## src/inc/ccf_pkg.sv

```systemverilog
// ccf_pkg: frame layout, command codes and timing tables for channel setup frames
package ccf_pkg;
  // ***************************************************************
  // frame layout
  // ***************************************************************
  localparam int         FRAME_W   = 32;
  localparam int         CMD_HI    = 31;
  localparam int         CMD_LO    = 28;
  localparam int         RW_BIT    = 27;
  localparam int         EXT_HI    = 26;
  localparam int         EXT_LO    = 24;
  localparam int         CFG_HI    = 23;
  localparam int         CFG_LO    = 1;
  localparam int         PAR_BIT   = 0;
  localparam logic [3:0] CMD_CH1   = 4'h1;
  localparam logic [3:0] CMD_CH2   = 4'h2;
  localparam logic [5:0] CNT_FULL  = 6'h20;
  localparam logic [22:0] CFG_RESET = 23'h00_0000;
  localparam logic [2:0] EXT_RESET = 3'h0;
  // ***************************************************************
  // timing tables, ns, at 125 MHz; SCLK_HALF in clock cycles
  // ***************************************************************
  localparam int CLK_NS        = 8;
  localparam int DEAD_NS[4]    = '{1000, 2000, 4000, 8000};
  localparam int OFF_NS[4]     = '{31000, 48000, 62500, 125000};
  localparam int DIAG_HB_NS[4] = '{11200, 28900, 40000, 51200};
  localparam int DIAG_NS[4]    = '{25600, 61200, 105600, 150000};
  localparam int BLANK_NS[8]   = '{11100, 15600, 20000, 31100, 42200, 53300, 97800, 142200};
  localparam int SCLK_HALF     = 12;
  // ***************************************************************
  // host register map
  // ***************************************************************
  localparam logic [3:0] WB_TX_ADDR   = 4'h0;
  localparam logic [3:0] WB_STAT_ADDR = 4'h4;
  localparam logic [3:0] WB_RX_ADDR   = 4'h8;
  localparam int         STAT_BUSY    = 0;
  localparam int         STAT_PAR_OK  = 1;
  localparam logic [31:0] WORD_ZERO   = 32'h0000_0000;

  typedef struct packed {
    logic [1:0] diag_filter;
    logic       overcurrent_threshold_report_select;
    logic [5:0] overcurrent_threshold_code;
    logic [1:0] overcurrent_temperature_compensation;
    logic       overcurrent_battery_compensation;
    logic [2:0] overcurrent_blanking_time;
    logic       reengage_strategy;
    logic       overcurrent_sense_method;
    logic       open_load_current;
    logic [1:0] gate_current_select;
    logic       p_channel;
    logic       channel_topology_select;
    logic       output_enable;
  } ccf_chan_cfg_s;

  function automatic logic [15:0] ns_to_cyc(input int ns);
    return 16'((ns + CLK_NS - 1) / CLK_NS);
  endfunction

  function automatic logic parity_bit(input logic [30:0] b);
    return ~^b;
  endfunction
endpackage

```

## src/inc/ccf_link_if.sv

```systemverilog
// ccf_link_if: serial frame link between host controller and channel setup device
`timescale 1ns/10ps
interface ccf_link_if;
  logic sclk;
  logic cs_n;
  logic mosi;
  logic miso;
  modport dev  (input sclk, input cs_n, input mosi, output miso);
  modport host (output sclk, output cs_n, output mosi, input miso);
endinterface

```

## src/rtl/ccf_device.sv

```systemverilog
// ccf_device: channel 1/2 setup frames, decode, storage and readback
//
// Local design decisions: register access over Wishbone and the address map.
`timescale 1ns/10ps
module ccf_device
  import ccf_pkg::*;
(
  // clock and reset
  input  wire logic                   i_clk_sys,
  input  wire logic                   i_srst,
  // link
  ccf_link_if.dev                     link,
  // system inputs
  input  wire logic                   i_bridge1_grouping_enable,
  input  wire logic [5:0]             i_ch1_actual_threshold,
  input  wire logic [5:0]             i_ch2_actual_threshold,
  // stored fields
  output ccf_pkg::ccf_chan_cfg_s      o_ch1_cfg,
  output ccf_pkg::ccf_chan_cfg_s      o_ch2_cfg,
  output logic [1:0]                  o_bridge1_crossover_guard,
  output logic                        o_bridge1_diag_timer_sharing,
  output logic [1:0]                  o_bridge1_limit_off_interval,
  output logic                        o_battery_comp_factor_select,
  // effective timing
  output logic [15:0]                 o_dead_cycles,
  output logic [15:0]                 o_off_cycles,
  output logic [15:0]                 o_ch1_diag_cycles,
  output logic [15:0]                 o_ch2_diag_cycles,
  output logic [15:0]                 o_ch1_blank_cycles,
  output logic [15:0]                 o_ch2_blank_cycles,
  output logic                        o_ch1_reengage_after_readout,
  output logic                        o_ch2_reengage_after_readout,
  // frame events
  output logic                        o_frame_done,
  output logic                        o_frame_error
);
  import ccf_pkg::*;

  // ***************************************************************
  // pin synchronisers
  // ***************************************************************
  logic [2:0] sclk_sync_reg;
  logic [2:0] cs_sync_reg;
  logic [2:0] mosi_sync_reg;
  logic       sclk_lvl_reg;
  logic       cs_lvl_reg;
  logic       mosi_lvl_reg;

  always_ff @(posedge i_clk_sys)
  begin
    if (i_srst)
    begin
      sclk_sync_reg <= 3'h0;
      cs_sync_reg   <= 3'h7;
      mosi_sync_reg <= 3'h0;
    end
    else
    begin
      sclk_sync_reg <= {sclk_sync_reg[1:0], link.sclk};
      cs_sync_reg   <= {cs_sync_reg[1:0], link.cs_n};
      mosi_sync_reg <= {mosi_sync_reg[1:0], link.mosi};
    end
  end

  always_ff @(posedge i_clk_sys)
  begin
    if (i_srst)
    begin
      sclk_lvl_reg <= 1'b0;
      cs_lvl_reg   <= 1'b1;
      mosi_lvl_reg <= 1'b0;
    end
    else
    begin
      if (sclk_sync_reg[2] == sclk_sync_reg[1])
        sclk_lvl_reg <= sclk_sync_reg[2];
      if (cs_sync_reg[2] == cs_sync_reg[1])
        cs_lvl_reg <= cs_sync_reg[2];
      if (mosi_sync_reg[2] == mosi_sync_reg[1])
        mosi_lvl_reg <= mosi_sync_reg[2];
    end
  end

  logic sclk_rise;
  logic sclk_fall;
  logic cs_fall;
  logic cs_rise;
  always_comb
  begin
    sclk_rise = !cs_lvl_reg && (sclk_sync_reg[2] == sclk_sync_reg[1]) && sclk_sync_reg[2] && !sclk_lvl_reg;
    sclk_fall = !cs_lvl_reg && (sclk_sync_reg[2] == sclk_sync_reg[1]) && !sclk_sync_reg[2] && sclk_lvl_reg;
    cs_fall   = (cs_sync_reg[2] == cs_sync_reg[1]) && !cs_sync_reg[2] && cs_lvl_reg;
    cs_rise   = (cs_sync_reg[2] == cs_sync_reg[1]) && cs_sync_reg[2] && !cs_lvl_reg;
  end

  // ***************************************************************
  // shifters
  // ***************************************************************
  logic [31:0] rx_reg;
  logic [31:0] tx_reg;
  logic [31:0] resp_reg;
  logic [5:0]  cnt_reg;
  logic        miso_reg;

  always_ff @(posedge i_clk_sys)
  begin
    if (i_srst)
    begin
      rx_reg   <= WORD_ZERO;
      tx_reg   <= WORD_ZERO;
      cnt_reg  <= 6'h00;
      miso_reg <= 1'b0;
    end
    else if (cs_fall)
    begin
      cnt_reg  <= 6'h00;
      tx_reg   <= {resp_reg[30:0], 1'b0};
      miso_reg <= resp_reg[31];
    end
    else if (sclk_rise)
    begin
      rx_reg  <= {rx_reg[30:0], mosi_lvl_reg};
      if (cnt_reg != CNT_FULL + 6'h01)
        cnt_reg <= cnt_reg + 6'h01;
    end
    else if (sclk_fall)
    begin
      miso_reg <= tx_reg[31];
      tx_reg   <= {tx_reg[30:0], 1'b0};
    end
  end

  assign link.miso = miso_reg;

  // ***************************************************************
  // frame decode
  // ***************************************************************
  logic       frame_ok;
  logic [3:0] cmd;
  always_comb
  begin
    cmd = rx_reg[CMD_HI:CMD_LO];
    frame_ok = cs_rise && (cnt_reg == CNT_FULL) && (rx_reg[PAR_BIT] == parity_bit(rx_reg[31:1]));
  end

  ccf_chan_cfg_s ch1_reg;
  ccf_chan_cfg_s ch2_reg;
  logic [2:0]    ext1_reg;
  logic [2:0]    ext2_reg;
  logic          resp_pend_reg;
  logic [3:0]    resp_cmd_reg;

  always_ff @(posedge i_clk_sys)
  begin
    if (i_srst)
    begin
      ch1_reg  <= ccf_chan_cfg_s'(CFG_RESET);
      ch2_reg  <= ccf_chan_cfg_s'(CFG_RESET);
      ext1_reg <= EXT_RESET;
      ext2_reg <= EXT_RESET;
    end
    // write only when bit 27 low
    else if (frame_ok && !rx_reg[RW_BIT])
    begin
      if (cmd == CMD_CH1)
      begin
        ch1_reg  <= ccf_chan_cfg_s'(rx_reg[CFG_HI:CFG_LO]);
        ext1_reg <= rx_reg[EXT_HI:EXT_LO];
      end
      else if (cmd == CMD_CH2)
      begin
        ch2_reg  <= ccf_chan_cfg_s'(rx_reg[CFG_HI:CFG_LO]);
        ext2_reg <= rx_reg[EXT_HI:EXT_LO];
      end
    end
  end

  always_ff @(posedge i_clk_sys)
  begin
    if (i_srst)
    begin
      resp_pend_reg <= 1'b0;
      resp_cmd_reg  <= 4'h0;
      o_frame_done  <= 1'b0;
      o_frame_error <= 1'b0;
    end
    else
    begin
      resp_pend_reg <= cs_rise;
      resp_cmd_reg  <= frame_ok ? cmd : 4'h0;
      o_frame_done  <= frame_ok;
      o_frame_error <= cs_rise && !frame_ok;
    end
  end

  // ***************************************************************
  // readback
  // ***************************************************************
  function automatic logic [31:0] build_resp(input logic [3:0] c, input logic [2:0] ext,
                                             input ccf_chan_cfg_s cfg, input logic [5:0] act);
    ccf_chan_cfg_s r;
    logic [30:0]   b;
    r = cfg;
    if (cfg.overcurrent_threshold_report_select)
      r.overcurrent_threshold_code = act;
    b = {c, 1'b0, ext, r};
    return {b, parity_bit(b)};
  endfunction

  always_ff @(posedge i_clk_sys)
  begin
    if (i_srst)
      resp_reg <= {31'h0000_0000, 1'b1};
    else if (resp_pend_reg)
    begin
      if (resp_cmd_reg == CMD_CH1)
        resp_reg <= build_resp(CMD_CH1, ext1_reg, ch1_reg, i_ch1_actual_threshold);
      else if (resp_cmd_reg == CMD_CH2)
        resp_reg <= build_resp(CMD_CH2, ext2_reg, ch2_reg, i_ch2_actual_threshold);
      else
        resp_reg <= {31'h0000_0000, 1'b1};
    end
  end

  // ***************************************************************
  // effective settings
  // ***************************************************************
  logic hb_shared;
  always_comb
  begin
    // shared diag timing only with bridge grouping and sharing bit (ext1_reg[0]) low
    hb_shared = i_bridge1_grouping_enable && !ext1_reg[0];
  end

  always_ff @(posedge i_clk_sys)
  begin
    if (i_srst)
    begin
      o_dead_cycles                <= 16'h0000;
      o_off_cycles                 <= 16'h0000;
      o_ch1_diag_cycles            <= 16'h0000;
      o_ch2_diag_cycles            <= 16'h0000;
      o_ch1_blank_cycles           <= 16'h0000;
      o_ch2_blank_cycles           <= 16'h0000;
      o_ch1_reengage_after_readout <= 1'b0;
      o_ch2_reengage_after_readout <= 1'b0;
    end
    else
    begin
      o_dead_cycles <= ns_to_cyc(DEAD_NS[ext1_reg[2:1]]);
      o_off_cycles  <= ns_to_cyc(OFF_NS[ext2_reg[2:1]]);
      if (hb_shared)
        o_ch1_diag_cycles <= ns_to_cyc(DIAG_HB_NS[ch1_reg.diag_filter]);
      else
        o_ch1_diag_cycles <= ns_to_cyc(DIAG_NS[ch1_reg.diag_filter]);
      if (hb_shared)
        o_ch2_diag_cycles <= ns_to_cyc(DIAG_HB_NS[ch1_reg.diag_filter]);
      else
        o_ch2_diag_cycles <= ns_to_cyc(DIAG_NS[ch2_reg.diag_filter]);
      o_ch1_blank_cycles <= ns_to_cyc(BLANK_NS[ch1_reg.overcurrent_blanking_time]);
      o_ch2_blank_cycles <= ns_to_cyc(BLANK_NS[ch2_reg.overcurrent_blanking_time]);
      o_ch1_reengage_after_readout <= ch1_reg.reengage_strategy || i_bridge1_grouping_enable;
      o_ch2_reengage_after_readout <= ch2_reg.reengage_strategy || i_bridge1_grouping_enable;
    end
  end

  // ***************************************************************
  // stored field outputs
  // ***************************************************************
  always_comb
  begin
    o_ch1_cfg                    = ch1_reg;
    o_ch2_cfg                    = ch2_reg;
    o_bridge1_crossover_guard    = ext1_reg[2:1];
    o_bridge1_diag_timer_sharing = ext1_reg[0];
    o_bridge1_limit_off_interval = ext2_reg[2:1];
    o_battery_comp_factor_select = ext2_reg[0];
  end
endmodule

```

## src/flat_wrapper.sv

```systemverilog
// flat-port wrapper written by rule: the top's interface ports become plain ports
module ccf_device_flat import ccf_pkg::*;
  (i_clk_sys, i_srst, i_bridge1_grouping_enable, i_ch1_actual_threshold, i_ch2_actual_threshold, o_ch1_cfg, o_ch2_cfg, o_bridge1_crossover_guard, o_bridge1_diag_timer_sharing, o_bridge1_limit_off_interval, o_battery_comp_factor_select, o_dead_cycles, o_off_cycles, o_ch1_diag_cycles, o_ch2_diag_cycles, o_ch1_blank_cycles, o_ch2_blank_cycles, o_ch1_reengage_after_readout, o_ch2_reengage_after_readout, o_frame_done, o_frame_error, link_sclk, link_cs_n, link_mosi, link_miso);
  ccf_link_if link_i ();
  input  wire logic i_clk_sys;
  input  wire logic i_srst;
  input  wire logic i_bridge1_grouping_enable;
  input  wire logic [5:0] i_ch1_actual_threshold;
  input  wire logic [5:0] i_ch2_actual_threshold;
  output ccf_pkg::ccf_chan_cfg_s o_ch1_cfg;
  output ccf_pkg::ccf_chan_cfg_s o_ch2_cfg;
  output logic [1:0] o_bridge1_crossover_guard;
  output logic o_bridge1_diag_timer_sharing;
  output logic [1:0] o_bridge1_limit_off_interval;
  output logic o_battery_comp_factor_select;
  output logic [15:0] o_dead_cycles;
  output logic [15:0] o_off_cycles;
  output logic [15:0] o_ch1_diag_cycles;
  output logic [15:0] o_ch2_diag_cycles;
  output logic [15:0] o_ch1_blank_cycles;
  output logic [15:0] o_ch2_blank_cycles;
  output logic o_ch1_reengage_after_readout;
  output logic o_ch2_reengage_after_readout;
  output logic o_frame_done;
  output logic o_frame_error;
  input wire logic [$bits(link_i.sclk)-1:0] link_sclk;
  input wire logic [$bits(link_i.cs_n)-1:0] link_cs_n;
  input wire logic [$bits(link_i.mosi)-1:0] link_mosi;
  output wire logic [$bits(link_i.miso)-1:0] link_miso;
  assign link_i.sclk = link_sclk;
  assign link_i.cs_n = link_cs_n;
  assign link_i.mosi = link_mosi;
  assign link_miso = link_i.miso;
  ccf_device u_core (.i_clk_sys(i_clk_sys), .i_srst(i_srst), .link(link_i), .i_bridge1_grouping_enable(i_bridge1_grouping_enable), .i_ch1_actual_threshold(i_ch1_actual_threshold), .i_ch2_actual_threshold(i_ch2_actual_threshold), .o_ch1_cfg(o_ch1_cfg), .o_ch2_cfg(o_ch2_cfg), .o_bridge1_crossover_guard(o_bridge1_crossover_guard), .o_bridge1_diag_timer_sharing(o_bridge1_diag_timer_sharing), .o_bridge1_limit_off_interval(o_bridge1_limit_off_interval), .o_battery_comp_factor_select(o_battery_comp_factor_select), .o_dead_cycles(o_dead_cycles), .o_off_cycles(o_off_cycles), .o_ch1_diag_cycles(o_ch1_diag_cycles), .o_ch2_diag_cycles(o_ch2_diag_cycles), .o_ch1_blank_cycles(o_ch1_blank_cycles), .o_ch2_blank_cycles(o_ch2_blank_cycles), .o_ch1_reengage_after_readout(o_ch1_reengage_after_readout), .o_ch2_reengage_after_readout(o_ch2_reengage_after_readout), .o_frame_done(o_frame_done), .o_frame_error(o_frame_error));
endmodule
```

## config.mk

```make
export PLATFORM = sky130hd
export DESIGN_NAME = ccf_device_flat
export DESIGN_NICKNAME = d
export VERILOG_FILES = /design/src/inc/ccf_pkg.sv /design/src/inc/ccf_link_if.sv /design/src/rtl/ccf_device.sv /design/src/flat_wrapper.sv
export SDC_FILE = /design/constraint.sdc
export NUM_CORES = 1
export LEC_CHECK = 0
export BUFFER_PORTS_ARGS = -buffer_cell sky130_fd_sc_hd__buf_2
export CORE_MARGIN = 2
export CORE_UTILIZATION = 30
export CTS_BUF_LIST = sky130_fd_sc_hd__clkbuf_4 sky130_fd_sc_hd__clkbuf_8
export CTS_CLUSTER_SIZE = 10
export DETAILED_ROUTE_END_ITERATION = 10
export SYNTH_ARGS = -nofsm -noshare
export SYNTH_HDL_FRONTEND = slang
export SYNTH_SLANG_ARGS = --single-unit
```

## constraint.sdc

```tcl
create_clock -name i_clk_sys -period 3.3 [get_ports i_clk_sys]
set_clock_uncertainty 0.15 [all_clocks]
set_input_delay 0.825 -clock i_clk_sys [delete_from_list [all_inputs] [get_ports i_clk_sys]]
set_output_delay 0.825 -clock i_clk_sys [all_outputs]
set_load 0.02 [all_outputs]
```

==> results.md <==
* Hold Violations, Final at 0
* Top cells by area, synth: dfxtp_1 (49%), nand2_1 (7.3%), mux2i_1 (6.1%)
* Crit path buffers/inverters at 1
* Clock tree buffer depth at 3
* Critical path type: reg -> reg
* DRC Markers at 0
* Sink Count at 253
* Nature of the critical path endpoint: flop
* Reg2reg setup slack at around 0.39 ns
* Number of port buffers at 161
* Root buf cell: clkbuf_8
* Sequential area share after synthesis at 0.4858
* Yosys cell types at 44
* Critical path depth at 9
* Power density cells at roughly 500 nW/um^2
* Top Metal Used: met4
* Req. time, crit path at 3.58 ns
* CTS Buf Count at 44
* H-tree depth at 2
* Post-detailed-route via-to-cell ratio at ~4.7
* Synthesized area per cell at 9.351 sq um
* Iteration count of the initial detailed-routing pass at 8
* Synth Warn # at 0
* Largest stage delay on the critical path at ~0.55 ns
* Peak supply drop at between 0.2 and 0.25 mV
* Non-filler cells in the finished layout at 1757
* Post-route ant nets at 0
* Fmax at 0.3436 GHz
* DRT met1 WL at about 12000 microns
* Top-area cell type share of the netlist area at 0.4858
* Share of post-route cells with drive strength above 1 at 0.2235
* Setup tns final at 0 ns
* Max FFs per register at 32
* Met2 routed WL at 12810 microns
* FFs w/ async S/R, synth at 0
* First-pass GRT wire length at 42000 microns
* WL met3 at 1547 microns
* Die H at between 150 and 200 microns
* Core Box Area at 34370 sq um
* CP delay by family, top: XOR/XNOR gates
* Global route total overflow at 0
* Worst Hold Launch: u_core.cs_sync_reg[0]
* Post-CTS Setup Inserts at 0
* Setup Viol. Count Final at 0
* Pwr Total at 6.481 mW
* Area grow syn2layout at 21.76%
* Largest net degree at the start of global routing at 101
* Initial antenna violation count at 0
* Critical path's slowest cell: xnor2_1
* Hpwl dp at 18870 microns
* Part of the cycle the worst path needs at 0.8820
* First DRT Iteration DRCs at 476
* EDFF count, synth at 0
* Run status: finished, final reports clean
* Via count at 8199
* FF+latch count, synth at 253
* Commonest cells in the netlist: dfxtp_1 (253), nand2_1 (202), a21oi_1 (94), nor2_1 (80), xnor2_1 (69)
* R2R Path Start: u_core.ext1_reg[1]
* Leading cell type by number of instances after synthesis: dfxtp_1
* CP Launch Type: flop
* Cells after synthesis at 1115
* WHS Path Cells at 1
* Worst-Skew Late Latency at around 0.55 ns
* Utilization after layout at 0.3693
* Crit path cell chain: inv_1 > ha_1 > xnor2_1 > xnor2_1 > xnor2_1 > xnor2_1 > xnor2_1 > a221oi_1 > or2_2
* Slew HR at 0.5547
* Most frequent CP cell: xnor2_1
* GPL Wtd Cong at 0.8227
* Mapped cell area at 10430 sq um
* DIE AREA at roughly 36000 sq um
* CTS Hold Bufs at 0
* Worst hold path type: reg -> reg
* Row count at 68
* Total wire length at 27290 microns
* Cell taking the most area after synthesis: dfxtp_1
* Min Clock Period, post-route at 2.910 ns
* Placed instance count at 1682
* Top FF cell, synth: dfxtp_1
* WL/cell at 15.53 microns
* Max-slew violations at 0
* Post-CTS Resized at 0
* Die width at 190.4 microns
* Leakage Power at 5.267 nW
* Reg clk slew, reported paths at 0.06 ns
* Ports at 171
* Hold path endpoint: u_core.cs_sync_reg[1]
* ANT cells at 0
* Max Cap Viol at 0
* Vias in the first global route at 7637
* Critical Path Fanout Max at 7
* Worst r2r dst: u_core.resp_reg[0]
* Unrepaired setup endpoints after global routing: no
* Clock tree from TritonCTS: yes
* CP arrival at 3.19 ns
* R2R depth at 9
* GRT Total Usage at 0.1453
* Worst-margin pin slew at 0.6671 ns
* Nets at 1335
* Initial Utilization at 0.3033
-- cell families (layout without fill, tap and decap cells) --
kind of cell | count (synthesis) | count (layout) | synth area share
adders and majority gates | 44 | 44 | 0.05280
and+or+nand+nor | 355 | 355 | 0.1472
xor gates and xnor gates | 97 | 97 | 0.08220
DFF | 253 | 253 | 0.4858
buffers and inverters | 112 | 288 | 0.04872
AOI/OAI and AO/OA | 176 | 176 | 0.1074
muxes | 77 | 77 | 0.07548
other | 1 | 12 | 0.0003597
-- cell usage in the layout, fill, tap and decap left out, types with 2 or more instances in the layout --
master / n
a22oi_1: 26
a32oi_1: 2
and2_1: 9
nand2_1: 202
conb_1: 12
a21oi_1: 94
o21ai_0: 14
ha_1: 44
nor3_1: 6
a222oi_1: 26
clkbuf_8: 54
nor2_1: 80
mux2i_1: 64
buf_4: 26
clkinvlp_4: 3
bufinv_16: 4
dfxtp_1: 253
mux2_2: 13
a211oi_1: 7
clkinv_2: 3
or3_1: 3
buf_2: 160
or2_2: 6
and3_1: 10
nand2b_1: 3
o21a_1: 3
inv_1: 23
xnor2_1: 69
nor3b_2: 2
nand4_1: 3
xor2_1: 27
nand3b_1: 6
buf_12: 3
clkbuf_4: 11
nor2b_1: 15
-- worst max path at each step --
stage                        start                            to  slack [ns]
3_3_place_gp    u_core.ext1_reg[1]            u_core.resp_reg[0]        0.33
3_5_place_dp    u_core.ext1_reg[1]            u_core.resp_reg[0]        0.30
6_report        u_core.ext1_reg[1]            u_core.resp_reg[0]        0.39
5_1_grt         u_core.ext1_reg[1]            u_core.resp_reg[0]        0.24
2_1_floorplan  u_core.o_ch1_cfg[8]  u_core.o_ch1_blank_cycles[7]        0.58
4_1_cts         u_core.ext1_reg[1]            u_core.resp_reg[0]        0.29
-- layer usage --
metal  vias to the layer above  GRT usage
met1                      3882     0.1890
li1                       4041          -
met2                       226     0.2379
met5                         -          0
met3                        50    0.02981
met4                         0    0.05218
-- final cells by class --
| type | count | area [sq um] |
|---|---|---|
| inverter | 24 | 90.09 |
| fill | 3497 | 21680 |
| clock inverter | 10 | 157.7 |
| timing repair buffer | 189 | 1056 |
| tap | 455 | 569.3 |
| multi-input combinational | 761 | 4931 |
| clock buffer | 65 | 825.8 |
| sequential | 253 | 5065 |
-- report_power, final --
group | switching (mW) | internal (mW) | total (mW)
logic | 0.142 | 0.0540 | 0.196
registers | 0.0118 | 3.09 | 3.10
clock network | 1.27 | 1.91 | 3.18
total | 1.43 | 5.05 | 6.48
-- per-stage QoR --
stage               area (sq um)  setup slack, ns  hold slack [ns]
finish                     12690           0.3896           0.2560
global placement           11710           0.3268           0.2454
detailed placement         11710           0.3029           0.2436
floorplan                  10470           0.5823           0.2395
global route               12690           0.2423           0.2714
CTS                        12690           0.2857           0.2592
No activity file was read; power rests on OpenSTA's default activity.
